[src/gain_store_consts.vh]
// Constants for the motor controller gain parameter store
`ifndef GAIN_STORE_CONSTS_VH
`define GAIN_STORE_CONSTS_VH

// ------------------------------------------------------------
// Subindex map, gain object
// ------------------------------------------------------------
`define GS_SUB_COUNT        8'h00
`define GS_SUB_FIRST_GAIN   8'h01
`define GS_SUB_LAST_GAIN    8'h0C
`define GS_GAIN_COUNT       8'h0C
`define GS_GAIN_NUM         12

// ------------------------------------------------------------
// Gain presets
// ------------------------------------------------------------
`define GS_RST_POS_P        32'h00000800
`define GS_RST_POS_I        32'h00000000
`define GS_RST_SPD_P        32'h00001B58
`define GS_RST_SPD_I        32'h00000004
`define GS_RST_FLD_P        32'h00881EE0
`define GS_RST_FLD_I        32'h0007C740
`define GS_RST_TRQ_P        32'h00881EE0
`define GS_RST_TRQ_I        32'h0007C740
`define GS_RST_OPN_P        32'h0026E440
`define GS_RST_OPN_I        32'h001D2B30
`define GS_RST_SPD_FF       32'h000003E8
`define GS_RST_ACC_FF       32'h00000000

// ------------------------------------------------------------
// Flag object
// ------------------------------------------------------------
`define GS_FLAG_COUNT       8'h03
`define GS_FLAG_SUB_RSVD    8'h01
`define GS_FLAG_SUB_INVERT  8'h02
`define GS_FLAG_SUB_KEEP    8'h03
`define GS_FLAG_RST         8'h00

`endif

[src/gain_word_reg.v]
// One read/write 32-bit entry with its own preset
`default_nettype none
module gain_word_reg #(
   parameter [31:0] RESET_VAL = 32'h00000000
) (
   input  wire        ref_clk_i,
   input  wire        arst_n_i,
   input  wire        we_i,
   input  wire [31:0] wdata_i,
   output wire [31:0] q_o
);
   reg [31:0] q_r;
   always @(posedge ref_clk_i or negedge arst_n_i) begin
      if (!arst_n_i) begin
         q_r <= RESET_VAL;
      end else if (we_i) begin
         q_r <= wdata_i;
      end
   end
   assign q_o = q_r;
endmodule
`default_nettype wire

[src/flag_byte_reg.v]
// One read/write signed 8-bit flag entry
`include "gain_store_consts.vh"
`default_nettype none
module flag_byte_reg (
   input  wire       ref_clk_i,
   input  wire       arst_n_i,
   input  wire       we_i,
   input  wire [7:0] wdata_i,
   output wire [7:0] q_o
);
   reg [7:0] q_r;
   always @(posedge ref_clk_i or negedge arst_n_i) begin
      if (!arst_n_i) begin
         q_r <= `GS_FLAG_RST;
      end else if (we_i) begin
         q_r <= wdata_i;
      end
   end
   assign q_o = q_r;
endmodule
`default_nettype wire

[src/motor_gain_store.v]
// Gain parameter store and drive flags of a motor controller
//
// Contract
// - Position P gain: 32-bit RW, preset 0x00000800.
// - Position I gain: 32-bit RW, preset zero.
// - Speed P gain: 32-bit RW, preset 0x00001B58.
// - Speed I gain: 32-bit RW, preset 0x00000004.
// - Closed-loop field current P/I gains, presets 0x00881EE0, 0x0007C740.
// - Closed-loop torque current P/I gains, presets 0x00881EE0, 0x0007C740.
// - Open-loop current P/I gains, presets 0x0026E440 and 0x001D2B30.
// - Speed feed-forward in 0.1 percent units, preset 1000 is unity.
// - Acceleration feed-forward applies both ways; preset zero disables.
// - Flags choose auto setup gain overwrite and field inversion.
// - Inversion change applies only after restart; software reruns setup.
// - Flag object: three signed 8-bit entries reached by subindex.
// - Flag two inverts field; flag three blocks auto setup changes.
`include "gain_store_consts.vh"
`default_nettype none
module motor_gain_store (
   input  wire        ref_clk_i,
   input  wire        arst_n_i,
   // Object access port, gain object
   input  wire        gain_wr_i,
   input  wire        gain_rd_i,
   input  wire [7:0]  gain_sub_i,
   input  wire [31:0] gain_wdata_i,
   output wire [31:0] gain_rdata_o,
   output wire        gain_ack_o,
   output wire        gain_err_o,
   // Object access port, flag object
   input  wire        flag_wr_i,
   input  wire        flag_rd_i,
   input  wire [7:0]  flag_sub_i,
   input  wire [7:0]  flag_wdata_i,
   output wire [7:0]  flag_rdata_o,
   output wire        flag_ack_o,
   output wire        flag_err_o,
   // Auto setup gain update path
   input  wire        setup_wr_i,
   input  wire [7:0]  setup_sub_i,
   input  wire [31:0] setup_wdata_i,
   // Controller restart strobe from the same clock domain
   input  wire        ctrl_restart_i,
   // Gains to the control loops
   output wire [31:0] pos_p_gain_o,
   output wire [31:0] pos_i_gain_o,
   output wire [31:0] spd_p_gain_o,
   output wire [31:0] spd_i_gain_o,
   output wire [31:0] fld_p_gain_o,
   output wire [31:0] fld_i_gain_o,
   output wire [31:0] trq_p_gain_o,
   output wire [31:0] trq_i_gain_o,
   output wire [31:0] opn_p_gain_o,
   output wire [31:0] opn_i_gain_o,
   output wire [31:0] spd_ff_o,
   output wire [31:0] acc_ff_o,
   output wire        acc_ff_en_o,
   output wire        field_invert_o,
   output wire        setup_locked_o
);

   // ---------------------------------------------------------
   // Gain entries
   // ---------------------------------------------------------
   localparam [32*`GS_GAIN_NUM-1:0] PRESETS = {
      `GS_RST_ACC_FF, `GS_RST_SPD_FF, `GS_RST_OPN_I, `GS_RST_OPN_P,
      `GS_RST_TRQ_I,  `GS_RST_TRQ_P,  `GS_RST_FLD_I, `GS_RST_FLD_P,
      `GS_RST_SPD_I,  `GS_RST_SPD_P,  `GS_RST_POS_I, `GS_RST_POS_P};

   wire [32*`GS_GAIN_NUM-1:0] gain_q;
   wire                       setup_locked;
   wire                       gain_sub_ok;
   wire                       setup_sub_ok;

   assign gain_sub_ok  = (gain_sub_i >= `GS_SUB_FIRST_GAIN) &&
                         (gain_sub_i <= `GS_SUB_LAST_GAIN);
   assign setup_sub_ok = (setup_sub_i >= `GS_SUB_FIRST_GAIN) &&
                         (setup_sub_i <= `GS_SUB_LAST_GAIN);

   genvar g;
   generate
      for (g = 0; g < `GS_GAIN_NUM; g = g + 1) begin : gain_slot
         localparam [7:0] SUB_CODE = g + `GS_SUB_FIRST_GAIN;
         wire       bus_hit;
         wire       setup_hit;
         // A read in the same cycle takes priority over the write
         assign bus_hit   = gain_wr_i && !gain_rd_i &&
                            (gain_sub_i == SUB_CODE);
         // Auto setup may only write when not locked out
         assign setup_hit = setup_wr_i && !setup_locked && setup_sub_ok &&
                            (setup_sub_i == SUB_CODE);
         // Bus write wins over auto setup in the same cycle
         gain_word_reg #(
            .RESET_VAL (PRESETS[32*g +: 32])
         ) u_gain (
            .ref_clk_i (ref_clk_i),
            .arst_n_i  (arst_n_i),
            .we_i      (bus_hit | setup_hit),
            .wdata_i   (bus_hit ? gain_wdata_i : setup_wdata_i),
            .q_o       (gain_q[32*g +: 32])
         );
      end
   endgenerate

   // ---------------------------------------------------------
   // Gain object read and answer
   // ---------------------------------------------------------
   reg [31:0] gain_rdata_r;
   reg        gain_ack_r;
   reg        gain_err_r;
   wire [3:0] gain_idx;

   assign gain_idx = gain_sub_i[3:0] - 4'h1;

   always @(posedge ref_clk_i or negedge arst_n_i) begin
      if (!arst_n_i) begin
         gain_rdata_r <= 32'h00000000;
         gain_ack_r   <= 1'b0;
         gain_err_r   <= 1'b0;
      end else begin
         gain_ack_r <= gain_wr_i | gain_rd_i;
         gain_err_r <= 1'b0;
         if (gain_rd_i) begin
            if (gain_sub_i == `GS_SUB_COUNT) begin
               gain_rdata_r <= {24'h000000, `GS_GAIN_COUNT};
            end else if (gain_sub_ok) begin
               gain_rdata_r <= gain_q[32*gain_idx +: 32];
            end else begin
               gain_rdata_r <= 32'h00000000;
               gain_err_r   <= 1'b1;
            end
         end else if (gain_wr_i) begin
            // Entry count is read only; unknown subindex also refused
            gain_err_r <= !gain_sub_ok;
         end
      end
   end

   assign gain_rdata_o = gain_rdata_r;
   assign gain_ack_o   = gain_ack_r;
   assign gain_err_o   = gain_err_r;

   // ---------------------------------------------------------
   // Flag entries
   // ---------------------------------------------------------
   wire [23:0] flag_q;
   wire        flag_sub_ok;

   assign flag_sub_ok = (flag_sub_i >= `GS_FLAG_SUB_RSVD) &&
                        (flag_sub_i <= `GS_FLAG_SUB_KEEP);

   generate
      for (g = 0; g < 3; g = g + 1) begin : flag_slot
         localparam [7:0] SUB_CODE = g + `GS_FLAG_SUB_RSVD;
         flag_byte_reg u_flag (
            .ref_clk_i (ref_clk_i),
            .arst_n_i  (arst_n_i),
            .we_i      (flag_wr_i && !flag_rd_i &&
                        (flag_sub_i == SUB_CODE)),
            .wdata_i   (flag_wdata_i),
            .q_o       (flag_q[8*g +: 8])
         );
      end
   endgenerate

   reg [7:0] flag_rdata_r;
   reg       flag_ack_r;
   reg       flag_err_r;
   wire [1:0] flag_idx;

   assign flag_idx = flag_sub_i[1:0] - 2'h1;

   always @(posedge ref_clk_i or negedge arst_n_i) begin
      if (!arst_n_i) begin
         flag_rdata_r <= 8'h00;
         flag_ack_r   <= 1'b0;
         flag_err_r   <= 1'b0;
      end else begin
         flag_ack_r <= flag_wr_i | flag_rd_i;
         flag_err_r <= 1'b0;
         if (flag_rd_i) begin
            if (flag_sub_i == `GS_SUB_COUNT) begin
               flag_rdata_r <= `GS_FLAG_COUNT;
            end else if (flag_sub_ok) begin
               flag_rdata_r <= flag_q[8*flag_idx +: 8];
            end else begin
               flag_rdata_r <= 8'h00;
               flag_err_r   <= 1'b1;
            end
         end else if (flag_wr_i) begin
            flag_err_r <= !flag_sub_ok;
         end
      end
   end

   assign flag_rdata_o = flag_rdata_r;
   assign flag_ack_o   = flag_ack_r;
   assign flag_err_o   = flag_err_r;

   // ---------------------------------------------------------
   // Flag effects
   // ---------------------------------------------------------
   reg field_invert_r;

   // Nonzero entry two latched only on controller restart
   always @(posedge ref_clk_i or negedge arst_n_i) begin
      if (!arst_n_i) begin
         field_invert_r <= 1'b0;
      end else if (ctrl_restart_i) begin
         field_invert_r <= |flag_q[15:8];
      end
   end

   assign setup_locked   = |flag_q[23:16];
   assign setup_locked_o = setup_locked;
   assign field_invert_o = field_invert_r;

   // ---------------------------------------------------------
   // Gains to the loops
   // ---------------------------------------------------------
   assign pos_p_gain_o = gain_q[31:0];
   assign pos_i_gain_o = gain_q[63:32];
   assign spd_p_gain_o = gain_q[95:64];
   assign spd_i_gain_o = gain_q[127:96];
   assign fld_p_gain_o = gain_q[159:128];
   assign fld_i_gain_o = gain_q[191:160];
   assign trq_p_gain_o = gain_q[223:192];
   assign trq_i_gain_o = gain_q[255:224];
   assign opn_p_gain_o = gain_q[287:256];
   assign opn_i_gain_o = gain_q[319:288];
   assign spd_ff_o     = gain_q[351:320];
   assign acc_ff_o     = gain_q[383:352];
   // Zero factor disables acceleration feed-forward in both directions
   assign acc_ff_en_o  = |gain_q[383:352];

endmodule
`default_nettype wire

[config.mk]
export PLATFORM = sky130hd
export DESIGN_NAME = motor_gain_store
export DESIGN_NICKNAME = d
export VERILOG_FILES = /design/src/gain_word_reg.v /design/src/flag_byte_reg.v /design/src/motor_gain_store.v
export VERILOG_INCLUDE_DIRS = /design/src
export SDC_FILE = /design/constraint.sdc
export NUM_CORES = 1
export LEC_CHECK = 0
export ABC_CLOCK_PERIOD_IN_PS = 4700
export BUFFER_PORTS_ARGS = -buffer_cell sky130_fd_sc_hd__buf_2
export CELL_PAD_IN_SITES_DETAIL_PLACEMENT = 0
export CELL_PAD_IN_SITES_GLOBAL_PLACEMENT = 1
export CORE_ASPECT_RATIO = 1.4
export CORE_MARGIN = 5
export CORE_UTILIZATION = 44
export DETAILED_ROUTE_END_ITERATION = 7
export PLACE_DENSITY = 0.94
export SLEW_MARGIN = 15
export SYNTH_ARGS = -nofsm -noshare
export SYNTH_HDL_FRONTEND = slang
export SYNTH_SLANG_ARGS = --single-unit
[constraint.sdc]
create_clock -name ref_clk_i -period 4.7 [get_ports ref_clk_i]
set_input_delay 0.235 -clock ref_clk_i [delete_from_list [all_inputs] [get_ports ref_clk_i]]
set_output_delay 0.235 -clock ref_clk_i [all_outputs]
set_load 0.005 [all_outputs]
==> results.md, run 1 <==
* Ports at about 540
* Vias post-DR at 23.0k
* CTS tree: done
* DR pass1 iterations at 6
* Grt ovf at 0
* Design Power at about 0.0099 W
* Final Hold Fails at 0
* Initial antenna violation count at 6
* Share of cells above drive strength 1 at between 20 and 30%
* Post-synthesis sequential area ratio at roughly 48%
* Outcome: complete, no violations
* Arrival time at the worst endpoint at between 3 and 4 ns
* Inst Count DP at 3713
* RSZ-0062 raised after global routing: no
* DRT iter0 DRCs at ~2.4k
* Post-synth top area cell: dfrtp_1
* Setup crit end kind: register
* Clock Skew at 0.0194 ns
* Num rows at roughly 100
* Fmax at a little under 0.3 GHz
* Fin cells at roughly 3.8k
* Average routed wire per standard cell at 26.4 um
* Synth-to-Final Area Change at 19.6%
* FF/Latch Area at approximately 11000 sq um
* Final worst path period need at ~3.5 ns
* Type of origin of the critical path: register
* Pwr dens at about 350 nW/um^2
* Core area at 54100 sq um
* Die X at approximately 210 um
* Commonest cells post-synth: 796 x nand2_1, 398 x nor2_1, 386 x a31oi_1, 384 x dfrtp_1, 188 x clkbuf_1
* Ranking of synthesized cells by area: dfrtp_1 40%, nand2_1 12%, a31oi_1 10%
* Netlist cell types at slightly above 50
* Post-CTS Repair Setup Buffers at 0
* Number of synthesized flops with an enable pin at 0
* Syn. warnings at 0
* TritonCTS buffer count at 46
* CTS max path bufs at 3
* Largest net degree at the start of global routing at 112
* Die area at roughly 59000 sq um
* Crit path kind: reg2reg
* Tcrit/Tclk final at 73.6%
* # resized after CTS at 0
* Finish-stage setup viols at 0
* Area taken by multi-input logic gates at approximately 11000 sq um
* Post-Syn Instances at approximately 2.7k
* DPL Wire Length at just under 70 mm
* First-pass GRT wire length at between 100 and 150 mm
* Vias in the first global route at around 22k
* Average cell area after synthesis at 8.93 sq um
* Cell area after synthesis at ~24000 sq um
* Worst Hold Class: in2reg
* Die Y at 286 um
* # H-tree levels at 2
* Insertion delay to the later sink of the worst-skew pair at ~0.58 ns
* Synthesized Nets at 2791
* Port-buffer cells at roughly 530
* Post-synth top area share at about two fifths
* Routed wire length at between 100 and 150 mm
* Max-slew headroom at roughly 16%
* Root buffer cell: clkbuf_16
* Number of synthesized register bits at 453
* Async SR Flop Fraction at 100%
* Worst vdd ir at between 0.2 and 0.25 mV
* # fillers at ~5k
* Fin nets at ~3.2k
* Sink Count at about 450
* Worst Path Required at approximately 5.2 ns
* Top_reg_cell synth: dfrtp_1
* Leakage at roughly 13 nW
* Crit-path max FO at 32
* Setup TNS at 0 ns
* Routability cong. at about 0.92
* GRT Overall Usage at about a third
* Slew Viols, Final at 0
* Max_cap viols at 0
* # DRC at 0
* Worst Tran Pin Value at approximately 1.3 ns
* Initial Util at between 40% and 50%
* Post-route ant nets at 0
* Clk pin slew, worst setup/hold paths at around 0.060 ns
* Most frequent cell after synthesis: nand2_1
* Via density at between 6 and 7
## final timing paths
kind,start,to,slack [ns],cells after the start
hold / removal,gain_sub_i[5],gain_err_o,0.03,4
max in group asynchronous,arst_n_i,gain_slot[2].u_gain.q_o[26],3.19,3
setup reg to reg,flag_slot[2].u_flag.q_o[1],gain_slot[9].u_gain.q_o[13],1.24,6
setup / recovery,flag_slot[2].u_flag.q_o[1],gain_slot[9].u_gain.q_o[13],1.24,6
hold reg to reg,gain_slot[8].u_gain.q_o[14],gain_slot[8].u_gain.q_o[14],0.50,2
min in group asynchronous,arst_n_i,gain_slot[5].u_gain.q_o[7],0.30,2
## cell type report
type / instances / share of cell area [%]
Clock buffer: 69 / 4.65
Timing Repair Buffer: 595 / 11.4
Multi-Input combinational cell: 1927 / 39.5
Inverter: 45 / 0.590
Tap cell: 721 / 3.15
Sequential cell: 453 / 39.9
Clock inverter: 15 / 0.739
Antenna cell: 4 / 0.0350
## worst max-delay path, cell delays in order, from the launching register on
cell and delay, ns:
dfrtp_1 0.42, or4_4 0.59, or4_4 0.57, nor2_4 0.90, nand2_1 0.11, a31oi_1 0.21, dlygate4sd3_1 0.58
## through the flow
| stage | utilization (%) | hold WS, ns | setup slack, ns | instance area, sq um |
|---|---|---|---|---|
| after global routing | 52.9 | 0.0278 | 1.10 | 28600 |
| after CTS | 52.9 | 0.00153 | 1.29 | 28600 |
| final | 52.9 | 0.0288 | 1.24 | 28600 |
| after detailed placement | 49.5 | 0.369 | 1.57 | 26800 |
| after floorplan | - | -0.0606 | 2.12 | 23900 |
| after global placement | 49.5 | 0.370 | 1.66 | 26800 |
## cells in the final DEF, fill, tap and decap left out, types with 43 or more instances in the layout
| cell | n |
|---|---|
| a31oi_1 | 386 |
| buf_2 | 532 |
| clkbuf_16 | 47 |
| dfrtp_1 | 384 |
| dfstp_2 | 69 |
| inv_1 | 43 |
| mux2_2 | 57 |
| mux4_2 | 94 |
| nand2_1 | 781 |
| nor2_1 | 396 |
## repair_timing
item / in CTS / in global routing
endpoints found under the hold margin: 115 / 0
hold buffers: 28 / 0
endpoints found under the setup margin: 0 / 0
## registers in the layout, indices dropped and copies added (netlist names)
name,cells
gain_slot.u_gain.q_o,384
gain_rdata_o,32
flag_slot.u_flag.q_o,24
flag_rdata_o,8
field_invert_o,1
flag_ack_o,1
flag_err_o,1
gain_ack_o,1
gain_err_o,1
## routing by layer
metal	GRT usage (%)	routed length (um)	up-vias	part of all wire (%)
met4	16.8	6550	6	6.5
met3	7.08	9420	331	9.3
met2	54.1	47300	1519	47
met5	0	43	-	0.043
met1	41.5	37700	11200	37
li1	-	-	10000	-
## power breakdown
group / internal, W / total, W / switching, W
sequential: 0.00424 / 0.00457 / 0.000327
clock: 0.00223 / 0.00386 / 0.00163
combinational: 0.000653 / 0.00151 / 0.000854
## kinds of logic after synthesis
group	after synthesis	share of synthesized area, %
buffers and inverters	299	5.78
flip-flops	453	47.7
AND/OR/NAND/NOR	1276	21.4
AO/OA/AOI/OAI	478	12.6
XOR/XNOR	3	0.110
multiplexers	162	12.0
adder cells (fa/ha/maj)	8	0.418
No activity file was read; power rests on OpenSTA's default activity.
==> inputs of run 2 (changes only) <==
- ABC_CLOCK_PERIOD_IN_PS: 4700 -> 2870
- CORE_UTILIZATION: 44 -> 37
- PLACE_DENSITY: 0.94 -> 0.85
- clock period: 4.7 -> 2.87 ns (I/O delays scaled with it)
==> run 2 against run 1 <==
  * Clock skew increased by 0.0098 ns
  * Via count increased by 1.2%
  * Worst hold slack improved by 0.091 ns
  * Cell count increased by 6.2%
  * Total power increased by 65%
  * Core utilization decreased by 6.1 points
  * Wire length increased by 6.9%
  * Global-route usage decreased by 3.6 points
  * Flip-flop and latch count unchanged
  * Non-clock buffer count increased by 110
  * Highest routed layer unchanged
==> results.md, run 2 (synthesis results as in run 1) <==
* CTS tree: done
* Fmax at 0.357 GHz (+23%)
* Setup TNS at 0 ns (unchanged)
* Leakage at 14.2 nW (+5.2%)
* Finish-stage setup viols at 0 (unchanged)
* Outcome: complete, no violations
* DRT iter0 DRCs at 2631 (+8.2%)
* Psw at 0.00474 W (+69%)
* Logic pwr share at 15.9% (+0.7 points)
* Worst vdd ir at 0.458 mV (+95%)
* Synth-to-Final Area Change at 25.7%
* Clock network power share at 38.4% (-0.5 points)
* Die area at 69900 sq um (+18%)
* Setup crit end kind: register
* Critical path, cell by cell: or4_4 -> or4_4 -> nor2_4 -> buf_12 -> nand2_1 -> a31oi_1 -> dlygate4sd3_1
* Core area at 64300 sq um (+19%)
* GRT Overall Usage at 29.5% (-3.6 points)
* Slew Viols, Final at 0 (unchanged)
* Average routed wire per standard cell at 26.6 um (+0.70%)
* Crit path kind: reg2reg
* Initial Util at 37.2% (-7.0 points)
* Share of power burned in registers at 45.7% (-0.3 points)
* Post-route ant nets at 0 (unchanged)
* Worst Path Required at 3.39 ns (-1.83 ns)
* Largest register FFs at 384 (unchanged)
* Critical Path Max Stage Delay at 0.61 ns (-0.29 ns)
* Internal at 0.0117 W (+64%)
* DPL Wire Length at 73.5 mm (+6.9%)
* Arrival time at the worst endpoint at 3.32 ns (-0.66 ns)
* Clk pin slew, worst setup/hold paths at 0.06 ns (about the same)
* RSZ-0062 raised after global routing: no
* Die X at 225 um (+8.6%)
* Port-buffer cells at 534 (unchanged)
* CTS max path bufs at 3 (unchanged)
* Vias post-DR at 23.3k (+1.2%)
* Max-slew headroom at 37.2% (+21 points)
* Grt ovf at 0 (unchanged)
* Final Hold Fails at 0 (unchanged)
* Switching Share at 28.9% (+0.60 points)
* Crit path top cell by count: or4_4
* Share of cells above drive strength 1 at 30.0% (+0.48 points)
* Num rows at 110 (+8.9%)
* Type of origin of the critical path: register
* Most frequent cells in the layout: 781 x nand2_1, 532 x buf_2, 396 x nor2_1, 386 x a31oi_1, 384 x dfrtp_1
* Via density at 5.73 (-4.6%)
* Root buffer cell: clkbuf_16
* Initial antenna violation count at 9 (+3)
* Design Power at 0.0164 W (+65%)
* Final worst path period need at 2.80 ns (-0.657 ns)
* Die Y at 311 um (+8.7%)
* Crit-path max FO at 8 (-75%)
* CP top delay family: simple AND/OR/NAND/NOR gates
* Vias in the first global route at 22.5k (+1.8%)
* # DRC at 0 (unchanged)
* Largest net degree at the start of global routing at 88 (-21%)
* Commonest non-fill, non-tap cell in the layout: nand2_1
* TritonCTS buffer count at 48 (+4.3%)
* Max_cap viols at 0 (unchanged)
* Insertion delay to the later sink of the worst-skew pair at 0.60 ns (+0.02 ns)
* Hold WS at 0.120 ns (+0.0912 ns)
* Routed wire length at 108 mm (+6.9%)
* Ports at 535 (unchanged)
* Worst Hold Class: in2async
* Buf/Inv on CP at 2 (+1)
* Final core occ at 46.8% (-6.1 points)
* # H-tree levels at 2 (unchanged)
* Critical-path top delay cell: or4_4
* Clock Skew at 0.0291 ns (+0.00977 ns)
* Routability cong. at 0.869 (-5.5%)
* Fin nets at 3292 (+3.5%)
* Worst Tran Pin Value at 0.941 ns (-0.315 ns)
* First-pass GRT wire length at 156 mm (+4.1%)
* DR pass1 iterations at 6 (unchanged)
* # fillers at 6074 (+20%)
* Sink Count at 453 (unchanged)
* Tcrit/Tclk final at 97.6% (+24 points)
* Pwr dens at 546 nW/um^2 (+57%)
## run 2: cell types whose count changed in the layout (fill, tap and decap cells not counted), moves of 3 or more
cell / before / now
buf_12: 3 / 17
nand2_2: 15 / 7
dlygate4sd3_1: 28 / 95
bufinv_16: 5 / 1
clkbuf_16: 47 / 52
clkbuf_8: 7 / 10
buf_4: 30 / 57
diode_2: 4 / 7
nand2_4: 0 / 7
## run 2: final timing paths
path / from / to / slack (ns) / cells past startpoint
min in group ref_clk_i: gain_rd_i / gain_rdata_o[2] / 0.15 / 6
min: arst_n_i / gain_slot[4].u_gain.q_o[8] / 0.12 / 2
max in group asynchronous: arst_n_i / gain_slot[4].u_gain.q_o[23] / 1.76 / 3
min reg2reg: gain_slot[7].u_gain.q_o[9] / gain_slot[7].u_gain.q_o[9] / 0.50 / 2
max reg2reg: flag_slot[2].u_flag.q_o[1] / gain_slot[8].u_gain.q_o[15] / 0.07 / 7
max: flag_slot[2].u_flag.q_o[1] / gain_slot[8].u_gain.q_o[15] / 0.07 / 7
## run 2: power groups by stage
stage | sequential [W] | clock, W | combinational, W
3_5_place_dp | 0.00759 | 0 | 0.00249
4_1_cts | 0.00748 | 0.00638 | 0.00261
2_1_floorplan | 0.00742 | 0 | 0.00116
5_1_grt | 0.00754 | 0.00663 | 0.00282
6_report | 0.00750 | 0.00631 | 0.00261
3_3_place_gp | 0.00758 | 0 | 0.00246
## run 2: final cells by class
| type | instances | area [sq um] | area share [%] |
|---|---|---|---|
| Antenna cell | 7 | 17.5 | 0.0583 |
| Clock buffer | 76 | 1450 | 4.82 |
| Clock inverter | 12 | 105 | 0.350 |
| Inverter | 45 | 169 | 0.562 |
| Multi-Input combinational cell | 1927 | 11400 | 37.9 |
| Sequential cell | 453 | 11400 | 38.0 |
| Tap cell | 840 | 1050 | 3.50 |
| Timing Repair Buffer | 705 | 4460 | 14.8 |
## run 2: metal layers
metal  vias to the layer above  GRT usage [%]  part of all wire (%)
li1                      10200              -                     -
met1                     11400           38.8                    38
met2                      1376           48.0                    47
met3                       260           5.47                   9.5
met4                         2           12.0                   4.8
met5                         -              0                 0.019
## run 2: metrics by stage
step | cells | cell area, sq um | setup slack, ns
2_1_floorplan | 2679 | 23900 | 0.386
3_3_place_gp | 3866 | 27400 | 0.374
3_5_place_dp | 3866 | 27400 | 0.310
4_1_cts | 4049 | 29900 | 0.0309
5_1_grt | 4060 | 30100 | 0.0188
6_report | 4065 | 30100 | 0.0700
## run 2: what timing repair did
action                                 4_1_cts  5_1_grt
setup buffers                                0        7
resized for setup                            0        7
hold buffers                                95        0
setup endpoints to repair                    0        8
endpoints found under the hold margin      478        0
